$ cat config.mk
export PLATFORM = sky130hd
export DESIGN_NAME = dli_top
export DESIGN_NICKNAME = d
export VERILOG_FILES = /design/src/dli_pkg.sv /design/src/dli_top.sv
export SDC_FILE = /design/constraint.sdc
export NUM_CORES = 1
export LEC_CHECK = 0
export ABC_AREA = 1
export BUFFER_PORTS_ARGS = -buffer_cell sky130_fd_sc_hd__buf_2
export CORE_MARGIN = 2
export CORE_UTILIZATION = 35
export CTS_BUF_LIST = sky130_fd_sc_hd__clkbuf_4
export DETAILED_ROUTE_END_ITERATION = 12
export SYNTH_ARGS = -nofsm -noshare
export SYNTH_HDL_FRONTEND = slang
export SYNTH_SLANG_ARGS = --single-unit
$ cat constraint.sdc
create_clock -name mclk -period 6.6 [get_ports mclk]
set_clock_uncertainty 0.15 [all_clocks]
set_input_delay 0 -clock mclk [delete_from_list [all_inputs] [get_ports mclk]]
set_output_delay 0 -clock mclk [all_outputs]
set_load 0.05 [all_outputs]
$ cat src/dli_pkg.sv
package dli_pkg;

	// ----------------------------------------
	// Register offsets (byte addresses)
	// ----------------------------------------
	localparam logic [12:0] DLI_CTL_OFS = 13'h0000;
	localparam logic [12:0] DLI_STAT0_OFS = 13'h0004;
	localparam logic [12:0] DLI_STAT1_OFS = 13'h0008;
	localparam logic [12:0] DLI_ADRB_OFS = 13'h000C;
	localparam logic [12:0] DLI_DATB_OFS = 13'h0010;
	localparam logic [12:0] DLI_ADRB_HI_OFS = 13'h0014;
	localparam logic [12:0] DLI_ADRB_LO_OFS = 13'h0018;
	localparam logic [12:0] DLI_DATB_HI_OFS = 13'h001C;
	localparam logic [12:0] DLI_DATB_LO_OFS = 13'h0020;

	// ----------------------------------------
	// Window decode: paddr[12] window, [11] kind, [10] width, [9:2] offset
	// ----------------------------------------
	localparam int DLI_WIN_BIT = 12;
	localparam int DLI_NB_BIT = 11;
	localparam int DLI_W16_BIT = 10;
	localparam int DLI_OFS_LSB = 2;

	// ----------------------------------------
	// Field positions and reset values
	// ----------------------------------------
	localparam int DLI_TMO_LSB = 8;
	localparam int DLI_EN_BIT = 16;
	localparam int DLI_ERROR_SUMMARY_FLAG_BIT = 7;
	localparam logic [7:0] DLI_DIV_RST = 8'h0F;
	localparam logic [3:0] DLI_TMO_RST = 4'h0;
	localparam logic [7:0] DLI_CMD_IDLE = 8'h00;
	localparam logic [7:0] DLI_ACK_LINES = 8'hFF;

	// ----------------------------------------
	// Types
	// ----------------------------------------
	typedef enum logic [2:0] {
		DLI_IDLE = 3'b000,
		DLI_CMD = 3'b001,
		DLI_ADR = 3'b011,
		DLI_DAT = 3'b010,
		DLI_ACK = 3'b110
	} dli_state_t;

	typedef struct packed {
		logic idle;
		logic rd;
		logic sz8;
		logic nb;
		logic [7:0] adr;
		logic [15:0] wdata;
	} dli_txn_t;

	typedef struct packed {
		logic [7:0] data;
		logic ack;
		logic err;
		logic [1:0] par;
	} dli_lin_t;

endpackage

$ cat src/dli_top.sv
// The APB interface to the registers and the register addresses are this design's own decisions.
`timescale 1ns/1ps
// Contract
// - Address buffer bit 15 shows direction: 0 write, 1 read.
// - Address buffer bit 14 shows size: 0 sixteen-bit, 1 eight-bit.
// - Bit 12 shows kind, 1 non-blocking; bits 13 and 11:8 read zero.
// - Bits 7:0 hold the window offset; buffer loads at each non-idle transaction start.
// - Data buffer holds write data from start; read data final at acknowledge.
// - Both buffers can also be read one byte at a time.
// - Link comes out of reset disabled; enable is write-once until reset.
// - Any window access while enabled starts a transaction; window picks blocking or not.
// - Link address is the window offset; access width picks 8 or 16 bits.
// - Only one link transaction is ever in progress.
// - Sixteen-bit data is big-endian: high byte at addr, low at addr+1.
// - Blocking write stalls the CPU until the transaction completes.
// - Non-blocking write answers at once; a following window access waits for it.
// - Blocking read stalls until the target returns data, then returns it.
// - Non-blocking window reads return zero.
// - Misaligned 16-bit access becomes two byte transfers, odd address first.
// - Any error sets summary flag, interrupt, freezes buffers, idles transactions.
// - Error before a second queued transfer cancels it and sets cancel flag.
// - No acknowledge within timeout link cycles sets summary and timeout flags.
// - Parity mismatch at acknowledge sets parity flag and stores received bits.
// - Target error seen at acknowledge sets summary and target-error flags.
// - Timeout zero wants acknowledge at once; N allows N wait states.
// - Writing one to summary flag clears all error flags; zero does nothing.
// - Acknowledge with any data line low sets the line-fault flag.
module dli_top
	import dli_pkg::*;
(
	// Clock and reset
	input wire logic mclk,
	input wire logic arst_n,
	// APB slave
	input wire logic psel,
	input wire logic penable,
	input wire logic pwrite,
	input wire logic [12:0] paddr,
	input wire logic [31:0] pwdata,
	output logic [31:0] prdata,
	output logic pready,
	output logic pslverr,
	// Link to target die
	output logic link_clock_out,
	output logic [7:0] link_data_out,
	output logic link_data_oe,
	input wire logic [7:0] link_data_in,
	input wire logic link_ack_in,
	input wire logic link_err_in,
	input wire logic [1:0] link_par_in,
	// Error interrupt, not maskable
	output logic link_error_irq
);

	logic [7:0] div_reg;
	logic [3:0] tmo_reg;
	logic en_reg;
	logic acker_reg, cncl_reg, ack_timeout_flag_reg, terr_reg, parity_fail_flag_reg;
	logic [1:0] rpar_reg;
	logic [15:0] adr_buf_reg, dat_buf_reg;
	dli_state_t state_reg;
	dli_txn_t pend_reg, sec_reg, cur_reg, first_txn, second_txn;
	logic req_reg, split_reg, wait_reg, was_split_reg, bcnt_reg;
	logic [7:0] hi_reg, dcnt_reg;
	logic [3:0] wcnt_reg;
	dli_lin_t s1_reg, s2_reg;
	logic [31:0] reg_rdata;
	logic reg_miss;

	// ----------------------------------------
	// Decode
	// ----------------------------------------
	logic acc, is_win, win_nb, win_w16, mis, reg_wr, stat_clr, busy, start, cancel_now;
	logic [7:0] win_ofs;
	logic tick, link_go, in_ack, to_hit, lk_done, e_time, e_terr, e_par, e_ackl, lk_fail;
	logic final_done;
	logic [1:0] exp_par;
	logic [15:0] rd_word;

	assign acc = psel & penable & ~pready;
	assign is_win = paddr[DLI_WIN_BIT];
	assign win_nb = paddr[DLI_NB_BIT];
	assign win_w16 = paddr[DLI_W16_BIT];
	assign win_ofs = paddr[DLI_OFS_LSB +: 8];
	assign mis = win_w16 & win_ofs[0];
	// Writes land only on the edge where the master sees pready high
	assign reg_wr = psel & penable & pready & pwrite & ~is_win;
	assign stat_clr = reg_wr & (paddr == DLI_STAT0_OFS) & pwdata[DLI_ERROR_SUMMARY_FLAG_BIT];
	assign busy = req_reg | split_reg | (state_reg != DLI_IDLE);
	assign start = acc & is_win & en_reg & ~busy & ~wait_reg;
	assign cancel_now = start & link_error_irq;

	assign tick = en_reg & (dcnt_reg == div_reg) & link_clock_out;
	assign link_go = tick & (state_reg == DLI_IDLE) & req_reg;
	assign in_ack = tick & (state_reg == DLI_ACK);
	// A silent target runs out the wait budget here
	assign to_hit = in_ack & ~s2_reg.ack & (wcnt_reg == tmo_reg);
	assign exp_par = {^dat_buf_reg[15:8], ^dat_buf_reg[7:0]};
	assign e_time = to_hit;
	assign e_terr = in_ack & s2_reg.ack & s2_reg.err;
	assign e_par = in_ack & s2_reg.ack & (s2_reg.par != exp_par);
	assign e_ackl = in_ack & s2_reg.ack & (s2_reg.data != DLI_ACK_LINES);
	assign lk_fail = e_time | e_terr | e_par | e_ackl;
	assign lk_done = (in_ack & (s2_reg.ack | to_hit)) |
		(tick & (state_reg == DLI_CMD) & cur_reg.idle);
	assign final_done = lk_done & (~split_reg | lk_fail);
	assign rd_word = was_split_reg ? {hi_reg, dat_buf_reg[7:0]} : dat_buf_reg;

	// ----------------------------------------
	// Transaction build
	// ----------------------------------------
	always_comb
	begin
		first_txn.idle = link_error_irq;
		first_txn.rd = ~pwrite;
		first_txn.sz8 = ~win_w16 | mis;
		first_txn.nb = win_nb;
		first_txn.adr = win_ofs;
		// High byte goes out first, to the lower address
		if (win_w16 & ~mis)
			first_txn.wdata = pwdata[15:0];
		else if (mis)
			first_txn.wdata = {8'h00, pwdata[15:8]};
		else
			first_txn.wdata = {8'h00, pwdata[7:0]};
		second_txn = first_txn;
		second_txn.idle = 1'b0;
		second_txn.sz8 = 1'b1;
		second_txn.adr = win_ofs + 8'h01;
		second_txn.wdata = {8'h00, pwdata[7:0]};
	end

	always_comb
	begin
		reg_miss = 1'b0;
		case (paddr)
			DLI_CTL_OFS: reg_rdata = {15'h0000, en_reg, 4'h0, tmo_reg, div_reg};
			DLI_STAT0_OFS: reg_rdata = {24'h000000, link_error_irq, acker_reg, cncl_reg,
				ack_timeout_flag_reg, terr_reg, parity_fail_flag_reg, rpar_reg};
			DLI_STAT1_OFS: reg_rdata = {24'h000000, 1'b0, busy, 6'h00};
			DLI_ADRB_OFS: reg_rdata = {16'h0000, adr_buf_reg};
			DLI_DATB_OFS: reg_rdata = {16'h0000, dat_buf_reg};
			DLI_ADRB_HI_OFS: reg_rdata = {24'h000000, adr_buf_reg[15:8]};
			DLI_ADRB_LO_OFS: reg_rdata = {24'h000000, adr_buf_reg[7:0]};
			DLI_DATB_HI_OFS: reg_rdata = {24'h000000, dat_buf_reg[15:8]};
			DLI_DATB_LO_OFS: reg_rdata = {24'h000000, dat_buf_reg[7:0]};
			default:
			begin
				reg_rdata = 32'h00000000;
				reg_miss = 1'b1;
			end
		endcase
	end

	// ----------------------------------------
	// APB answer
	// ----------------------------------------
	always_ff @(posedge mclk or negedge arst_n)
	begin
		if (!arst_n)
		begin
			pready <= 1'b0;
			pslverr <= 1'b0;
			prdata <= 32'h00000000;
		end
		else
		begin
			pready <= 1'b0;
			pslverr <= 1'b0;
			if (acc & ~is_win)
			begin
				pready <= 1'b1;
				prdata <= reg_rdata;
				pslverr <= reg_miss;
			end
			else if (acc & ~en_reg)
			begin
				pready <= 1'b1;
				prdata <= 32'h00000000;
				pslverr <= 1'b1;
			end
			else if (acc & wait_reg)
			begin
				// Held low until the link finishes or fails
				if (final_done)
				begin
					pready <= 1'b1;
					prdata <= {16'h0000, rd_word};
					pslverr <= lk_fail;
				end
			end
			else if (start & (link_error_irq | win_nb))
			begin
				pready <= 1'b1;
				prdata <= 32'h00000000;
			end
		end
	end

	// ----------------------------------------
	// Request queue and split handling
	// ----------------------------------------
	always_ff @(posedge mclk or negedge arst_n)
	begin
		if (!arst_n)
		begin
			req_reg <= 1'b0;
			split_reg <= 1'b0;
			wait_reg <= 1'b0;
			was_split_reg <= 1'b0;
			pend_reg <= '0;
			sec_reg <= '0;
			hi_reg <= 8'h00;
		end
		else
		begin
			if (link_go)
				req_reg <= 1'b0;
			if (start)
			begin
				req_reg <= 1'b1;
				pend_reg <= first_txn;
				sec_reg <= second_txn;
				wait_reg <= ~link_error_irq & ~win_nb;
				split_reg <= ~link_error_irq & mis;
				was_split_reg <= ~link_error_irq & mis;
			end
			if (lk_done & split_reg)
			begin
				split_reg <= 1'b0;
				if (!lk_fail)
				begin
					req_reg <= 1'b1;
					pend_reg <= sec_reg;
					hi_reg <= dat_buf_reg[7:0];
				end
			end
			if (final_done)
				wait_reg <= 1'b0;
		end
	end

	// ----------------------------------------
	// Configuration, writable only until enable is set
	// ----------------------------------------
	always_ff @(posedge mclk or negedge arst_n)
	begin
		if (!arst_n)
		begin
			en_reg <= 1'b0;
			div_reg <= DLI_DIV_RST;
			tmo_reg <= DLI_TMO_RST;
		end
		else if (reg_wr & (paddr == DLI_CTL_OFS) & ~en_reg)
		begin
			en_reg <= pwdata[DLI_EN_BIT];
			div_reg <= pwdata[7:0];
			tmo_reg <= pwdata[DLI_TMO_LSB +: 4];
		end
	end

	// ----------------------------------------
	// Link clock divider
	// ----------------------------------------
	always_ff @(posedge mclk or negedge arst_n)
	begin
		if (!arst_n)
		begin
			dcnt_reg <= 8'h00;
			link_clock_out <= 1'b0;
		end
		else if (!en_reg)
		begin
			dcnt_reg <= 8'h00;
			link_clock_out <= 1'b0;
		end
		else if (dcnt_reg == div_reg)
		begin
			dcnt_reg <= 8'h00;
			link_clock_out <= ~link_clock_out;
		end
		else
			dcnt_reg <= dcnt_reg + 8'h01;
	end

	// ----------------------------------------
	// Input synchroniser
	// ----------------------------------------
	always_ff @(posedge mclk or negedge arst_n)
	begin
		if (!arst_n)
		begin
			s1_reg <= '0;
			s2_reg <= '0;
		end
		else
		begin
			s1_reg <= {link_data_in, link_ack_in, link_err_in, link_par_in};
			s2_reg <= s1_reg;
		end
	end

	// ----------------------------------------
	// Link sequencer, steps on falling link clock
	// ----------------------------------------
	always_ff @(posedge mclk or negedge arst_n)
	begin
		if (!arst_n)
		begin
			state_reg <= DLI_IDLE;
			link_data_out <= 8'h00;
			link_data_oe <= 1'b0;
			adr_buf_reg <= 16'h0000;
			dat_buf_reg <= 16'h0000;
			cur_reg <= '0;
			bcnt_reg <= 1'b0;
			wcnt_reg <= 4'h0;
		end
		else if (tick)
		begin
			case (state_reg)
				DLI_IDLE:
				begin
					if (req_reg)
					begin
						cur_reg <= pend_reg;
						link_data_oe <= 1'b1;
						state_reg <= DLI_CMD;
						if (pend_reg.idle)
							link_data_out <= DLI_CMD_IDLE;
						else
						begin
							link_data_out <= {1'b1, pend_reg.rd, pend_reg.sz8, pend_reg.nb, 4'h0};
							// Idle commands leave the buffers frozen
							adr_buf_reg <= {pend_reg.rd, pend_reg.sz8, 1'b0, pend_reg.nb,
								4'h0, pend_reg.adr};
							dat_buf_reg <= pend_reg.rd ? 16'h0000 : pend_reg.wdata;
						end
					end
				end
				DLI_CMD:
				begin
					if (cur_reg.idle)
					begin
						link_data_oe <= 1'b0;
						state_reg <= DLI_IDLE;
					end
					else
					begin
						link_data_out <= cur_reg.adr;
						state_reg <= DLI_ADR;
					end
				end
				DLI_ADR:
				begin
					bcnt_reg <= ~cur_reg.sz8;
					state_reg <= DLI_DAT;
					if (cur_reg.rd)
						link_data_oe <= 1'b0;
					else
						link_data_out <= cur_reg.sz8 ? dat_buf_reg[7:0] : dat_buf_reg[15:8];
				end
				DLI_DAT:
				begin
					if (cur_reg.rd)
						dat_buf_reg <= {dat_buf_reg[7:0], s2_reg.data};
					if (bcnt_reg)
					begin
						bcnt_reg <= 1'b0;
						if (!cur_reg.rd)
							link_data_out <= dat_buf_reg[7:0];
					end
					else
					begin
						link_data_oe <= 1'b0;
						wcnt_reg <= 4'h0;
						state_reg <= DLI_ACK;
					end
				end
				DLI_ACK:
				begin
					if (s2_reg.ack | to_hit)
						state_reg <= DLI_IDLE;
					else
						wcnt_reg <= wcnt_reg + 4'h1;
				end
				default:
				begin
					state_reg <= DLI_IDLE;
					link_data_oe <= 1'b0;
				end
			endcase
		end
	end

	// ----------------------------------------
	// Error flags; a new error beats a clear in the same cycle
	// ----------------------------------------
	always_ff @(posedge mclk or negedge arst_n)
	begin
		if (!arst_n)
		begin
			link_error_irq <= 1'b0;
			acker_reg <= 1'b0;
			cncl_reg <= 1'b0;
			ack_timeout_flag_reg <= 1'b0;
			terr_reg <= 1'b0;
			parity_fail_flag_reg <= 1'b0;
			rpar_reg <= 2'b00;
		end
		else
		begin
			if (stat_clr)
			begin
				link_error_irq <= 1'b0;
				acker_reg <= 1'b0;
				cncl_reg <= 1'b0;
				ack_timeout_flag_reg <= 1'b0;
				terr_reg <= 1'b0;
				parity_fail_flag_reg <= 1'b0;
			end
			if (lk_fail)
				link_error_irq <= 1'b1;
			if (e_time)
				ack_timeout_flag_reg <= 1'b1;
			if (e_terr)
				terr_reg <= 1'b1;
			if (e_ackl)
				acker_reg <= 1'b1;
			if (e_par)
			begin
				parity_fail_flag_reg <= 1'b1;
				rpar_reg <= s2_reg.par;
			end
			if (cancel_now | (lk_done & lk_fail & split_reg))
				cncl_reg <= 1'b1;
		end
	end
endmodule

==> results of run 1 <==
-- worst max-delay path by stage --
stage,endpoint,cells after the start
3_3_place_gp,prdata[13],13
5_1_grt,prdata[10],13
3_5_place_dp,prdata[13],13
6_report,prdata[2],13
4_1_cts,prdata[10],13
2_1_floorplan,prdata[10],16
-- layer usage --
metal | vias up | wire length [um] | track usage [%]
met5 | - | 0 | 0
met4 | 0 | 748 | 6.522
met3 | 35 | 1742 | 2.899
met2 | 306 | 12630 | 31.47
met1 | 3990 | 12910 | 28.76
li1 | 4148 | - | -
-- layout by cell type, fill, tap and decap left out, drive strengths merged, types with 15 or more instances in the layout --
cell,instances
o21ai,162
buf,82
a21oi,24
conb,15
dlygate4sd3,68
clkbuf,18
dfrtp,183
nand3,69
nand2,352
inv,162
a31oi,15
nor2,80
o22ai,23
-- power groups by stage --
| stage | registers (uW) | logic [uW] | clock network [uW] |
|---|---|---|---|
| final | 1710 | 1290 | 649 |
| after global routing | 1730 | 1460 | 711 |
| after CTS | 1700 | 1290 | 663 |
| after detailed placement | 1720 | 1250 | 0 |
| after global placement | 1720 | 1230 | 0 |
| after floorplan | 1690 | 851 | 0 |
-- stage by stage --
stage,utilization (%),cell area [um2],setup WS (ns),cells,power (uW)
detailed placement,37.76,10120,3.329,1590,2978
finish,41.48,11120,3.219,1692,3649
floorplan,-,9562,4.488,1220,2545
global placement,37.76,10120,3.367,1590,2949
CTS,41.47,11110,3.274,1691,3655
global route,41.48,11120,2.955,1692,3903
-- worst max-delay path: stages, from the launching register on --
cell,delay (ns)
dfrtp_1,0.46
nor2_1,0.18
nand2_1,0.17
nor3_1,0.31
nand2_2,0.08
buf_4,0.31
inv_1,0.11
buf_4,0.28
nand2_1,0.12
nand2_1,0.13
clkinv_1,0.45
nand2_4,0.37
nand2_1,0.10
nand2_1,0.07
-- area by class of cell --
type	instances	area [um2]
Clock buffer	17	127.6
Antenna cell	1	2.502
Sequential cell	187	4684
Inverter	160	601.8
Timing Repair Buffer	151	1142
Fill cell	2709	15690
Clock inverter	15	157.7
Tap cell	341	426.7
Multi-Input combinational cell	820	3973
-- cell families (layout without fill, tap and decap cells) --
kind of cell / count (synthesis) / count (layout) / synth area share [%]
flip-flops: 187 / 187 / 49.26
adder cells (fa/ha/maj): 6 / 6 / 0.7895
other: 1 / 16 / 0.03944
multiplexers: 7 / 7 / 0.8157
XOR/XNOR: 10 / 10 / 0.9210
AO/OA/AOI/OAI: 250 / 250 / 14.78
buffers and inverters: 213 / 343 / 9.539
AND/OR/NAND/NOR: 532 / 532 / 23.86
-- timing repair --
item                      4_1_cts  5_1_grt
resized for setup               0        0
buffers inserted                0        0
hold buffers                   69        0
hold endpoints to repair      165        0
==> summary.md, run 1 <==
| Metric | Value |
|---|---|
| Clock root buffer | clkbuf_4 |
| Reg2reg setup slack | ~3.2 ns |
| DRT antenna net count | 0 |
| I/O Buffers | 76 |
| Number of synthesized flops with an enable pin | 0 |
| Worst setup startpoint | state_reg[2] |
| Hold Violations, Final | 0 |
| Cell Rows | 60 |
| Vias in the first global route | 7697 |
| Req. time, crit path | 6.99 ns |
| Sink Count | ~190 |
| Max FFs per register | 28 |
| Synth top area share | 48.16% |
| Post-synthesis async set-or-reset flop share | 100.0% |
| Global router's overall resource usage | 20.11% |
| Worst hold path type | primary input to register |
| Power Internal | 2063 uW |
| Sequential share of power | 46.7% |
| P&R area growth vs syn | 16.90% |
| Leakage power | 0.005496 uW |
| Worst path arrival time | 3.78 ns |
| Top cells by area, synth | dfrtp_1 48%, nand2_1 13%, o21ai_0 6.8% |
| Detailed Place HPWL | 20820 um |
| Post-Route Setup TNS | 0 ns |
| R2r worst-path depth | 13 |
| Final Slew Violations | 0 |
| Hold Slack | 0.06148 ns |
| Fin crit share | 51.23% |
| Distinct cell type count after synthesis | 54 |
| H-Tree Depth | 4 |
| Switching share of total power | 43.46% |
| Clk pin slew, worst setup/hold paths | 0.16 ns |
| Syn Std Cell Area | ~9500 um2 |
| Initial antenna violation count | 1 |
| Min-Delay Endpoint | div_reg[0] |
| Most common cell in the netlist | nand2_1 |
| DR WL/cell | 16.57 um |
| Vias | 8479 |
| Largest net degree at the start of global routing | 74 |
| CTS tree | yes |
| Die Width | 168.8 um |
| Tmin final | between 3 and 4 ns |
| Top_reg_cell synth | dfrtp_1 |
| Starting DRT DRC Count | 882 |
| Area leader, netlist | dfrtp_1 |
| DRC | 0 |
| Proportion of layout cells with a drive suffix above 1 | 12.30% |
| Die Area | 28500 um2 |
| Hold Path Stages | 4 |
| First-pass GRT wire length | 43520 um |
| Critical path class | register to register |
| Startpoint types | register |
| Cells after Synth | 1206 |
| Initial core utilization | 35.48% |
| Routed WL | between 20000 and 30000 um |
| # Max-Cap Violations | 0 |
| CORE AREA | 26800 um2 |
| DR vias/cell | 5.011 |
| First-pass iteration count of the detailed router | 5 |
| Clock network fraction of design power | 17.8% |
| Synth warnings | 0 |
| Slew @ Worst Pin | 0.8816 ns |
| I/O pins | 107 |
| Status | complete, no violations |
| CTS Buf Count | 17 |
| Crit path max fanout | 67 |
| Launch point of the worst reg-to-reg path | state_reg[2] |
| Net Sw Power | 1586 uW |
| Top post-synthesis cells by count | 342 x nand2_1, 183 x dfrtp_1, 147 x inv_1 |
| Hold Crit Start | pwdata[0] |
| Final nets | 1405 |
| Register area share after synthesis | 49.26% |
| Final-report setup violation count | 0 |
| Clk Latency, worst-skew pair | 0.60 ns |
| Maximum VDD drop | 202.4 uV |
| Power per cell area | between 300 and 400 nW/um2 |
| RSZ-0062 raised after global routing | false |
| Die Y | 168.8 um |
| R2R Path End | prdata[2] |
| Avg Cell Area, Syn | 7.885 um2 |
| CP endpoint kind | register |
| Fmax | 295.8 MHz |
| Max-slew headroom | 41.16% |
| CTS Buffer Depth | 2 |
| FF+latch count, synth | between 150 and 200 |
| Gpl congestion | slightly below 1 |
| Grt total ovfl | 0 |
| Logic gate share of total power | 35.5% |
(Power assumes the default switching activity.)
==> run 2: changes to the inputs <==
==> constraint.sdc (replaced) <==
create_clock -name mclk -period 2.95 [get_ports mclk]
set_clock_uncertainty 0.15 [all_clocks]
set_input_delay 0 -clock mclk [delete_from_list [all_inputs] [get_ports mclk]]
set_output_delay 0 -clock mclk [all_outputs]
set_load 0.05 [all_outputs]
==> run 2 against run 1 <==
Net effect:
- clock-buffer cell count stayed put
- design area grew 2.8%
- critical path depth grew 1
- global-route usage increased by 0.36 points
- sequential power rose by 120%
- sequential share of layout area shrank 1.2 points
- non-clock buffer count up 35
- via count increased by 2.4%
- largest power group unchanged
==> summary.md, run 2 (synthesized netlist as in run 1, its figures left out) <==
| Metric | Value |
|---|---|
| Clock root buffer | clkbuf_4 (unchanged) |
| Grt total ovfl | 0 (unchanged) |
| Final setup margin | 0.2109 ns (was 3.219 ns) |
| Power per cell area | 721.7 nW/um2 (was 328.2 nW/um2) |
| Final Slew Violations | 0 (unchanged) |
| DR vias/cell | 5.030 (was 5.011) |
| Maximum VDD drop | 371.9 uV (was 202.4 uV) |
| CP endpoint kind | register (unchanged) |
| Placed cells | 1612 (was 1590) |
| CTS Buf Count | 17 (unchanged) |
| Global router's overall resource usage | 20.46% (was 20.11%) |
| Proportion of layout cells with a drive suffix above 1 | 13.36% (was 12.30%) |
| Final nets | 1440 (was 1405) |
| DR WL/cell | 16.40 um (was 16.57 um) |
| CORE AREA | 26800 um2 (unchanged) |
| Status | complete, no violations (unchanged) |
| R2r worst-path depth | 10 (was 13) |
| Vias | 8686 (was 8479) |
| Critical path class | primary input to register (was register to register) |
| Clk Latency, worst-skew pair | 0.60 ns (about the same) |
| I/O Buffers | 76 (unchanged) |
| DRT antenna net count | 0 (unchanged) |
| Cell Rows | 60 (unchanged) |
| Hold Violations, Final | 0 (unchanged) |
| Clk pin slew, worst setup/hold paths | 0.16 ns (about the same) |
| Startpoint types | primary input (was register) |
| Tmin final | ~2.7 ns |
| First-pass iteration count of the detailed router | 5 (unchanged) |
| Layout Cells excl Fill | 1727 (was 1692) |
| P&R area growth vs syn | 20.18% (was 16.90%) |
| RSZ-0062 raised after global routing | false (unchanged) |
| Post-Route Setup TNS | 0 ns (unchanged) |
| Leakage power | 0.005691 uW (was 0.005496 uW) |
| Dpl ws | 0.3264 ns (was 3.329 ns) |
| DRC | 0 (unchanged) |
| Max FFs per register | 28 (unchanged) |
| H-Tree Depth | 4 (unchanged) |
| Slew @ Worst Pin | 0.8056 ns (was 0.8816 ns) |
| CTS tree | yes (unchanged) |
| Most frequent cells in the layout | 341 x nand2_1, 183 x dfrtp_1, 147 x inv_1 (unchanged) |
| Largest net degree at the start of global routing | 95 (was 74) |
| Sink Count | 187 (unchanged) |
| Die Y | 168.8 um (unchanged) |
| Worst hold path type | primary input to register (unchanged) |
| Gpl congestion | 0.9805 (was 0.9721) |
| Req. time, crit path | 3.30 ns (was 6.99 ns) |
| Crit path max fanout | 28 (was 67) |
| # Max-Cap Violations | 0 (unchanged) |
| Die Area | 28500 um2 (unchanged) |
| Die Width | 168.8 um (unchanged) |
| Fmax | approximately 370 MHz |
| Commonest non-fill, non-tap cell in the layout | nand2_1 (unchanged) |
| First-pass GRT wire length | 44500 um (was 43520 um) |
| Routed WL | 28330 um (was 28030 um) |
| Detailed Place HPWL | 21440 um (was 20820 um) |
| Fillers | 2693 (was 2709) |
| Vias in the first global route | 8010 (was 7697) |
| Initial core utilization | 35.48% (unchanged) |
| Final-report setup violation count | 0 (unchanged) |
| Initial antenna violation count | 1 (unchanged) |
| Max-slew headroom | 46.29% (was 41.16%) |
| Hold Path Stages | 10 (was 4) |
| Fin crit share | approximately 93% |
| Worst path arrival time | 3.09 ns (was 3.78 ns) |
| I/O pins | 107 (unchanged) |
| Hold Slack | 0.08085 ns (was 0.06148 ns) |
| CTS Buffer Depth | 2 (unchanged) |
| Starting DRT DRC Count | 717 (was 882) |
==> run 2: cell types whose count changed in the layout (fill, tap and decap cells not counted), sizes merged <==
cell         previous run  this run
buf                    82       103
dlygate4sd3            68        82
clkinvlp                2         1
clkinv                 10        11
==> run 2: final cells by class <==
class | count | area, um2 | area share, %
Clock buffer | 17 | 127.6 | 1.117
Sequential cell | 187 | 4684 | 40.99
Timing Repair Buffer | 186 | 1474 | 12.90
Multi-Input combinational cell | 820 | 3978 | 34.80
Inverter | 160 | 601.8 | 5.266
Antenna cell | 1 | 2.502 | 0.02190
Clock inverter | 15 | 133.9 | 1.171
Tap cell | 341 | 426.7 | 3.733
==> run 2: what timing repair did <==
action,4_1_cts,5_1_grt
setup endpoints to repair,0,7
hold endpoints to repair,271,0
gates resized for setup,0,2
hold buffers,82,0
setup buffers,0,0
==> run 2: metrics by stage <==
stage	area (um2)	utilization, %	power, uW
floorplan	9562	-	5693
global placement	10330	38.56	6746
detailed placement	10330	38.56	6810
CTS	11420	42.60	8276
global route	11430	42.64	8835
finish	11430	42.64	8248
==> run 2: metal layers <==
layer  share of wire [%]  up-vias  global-route usage (%)
li1                    -     4225                       -
met1                  47     4141                   28.93
met2                  45      279                   32.29
met3                 5.4       41                   2.923
met4                 2.6        0                   7.009
met5                   0        -                       0
==> run 2: path summary, 6_finish.rpt <==
kind	from	to	slack (ns)
setup / recovery	penable	sec_reg[23]	0.21
hold / removal	paddr[1]	prdata[12]	0.08
setup reg to reg	state_reg[2]	sec_reg[23]	0.24
hold reg to reg	s1_reg[9]	s2_reg[9]	0.22
max in group asynchronous	arst_n	div_reg[2]	1.46
min in group asynchronous	arst_n	sec_reg[3]	0.37
==> run 2: report_power, final <==
part           total, uW  internal (uW)  switching [uW]
Combinational       3080           1060            2020
Clock               1380            433             951
Sequential          3790           3210             576
Total               8250           4700            3550
==> run 2: critical path: stages <==
cell and delay [ns]:
dlygate4sd3_1 0.53, buf_2 0.10, nand2_1 0.09, dlygate4sd3_1 0.59, nor2_1 0.09, inv_1 0.08, nor3_1 0.21, nand2_2 0.17
inv_1 0.12, buf_6 0.22, nand2_1 0.10, o22ai_1 0.15, a31oi_1 0.06, dlygate4sd3_1 0.56
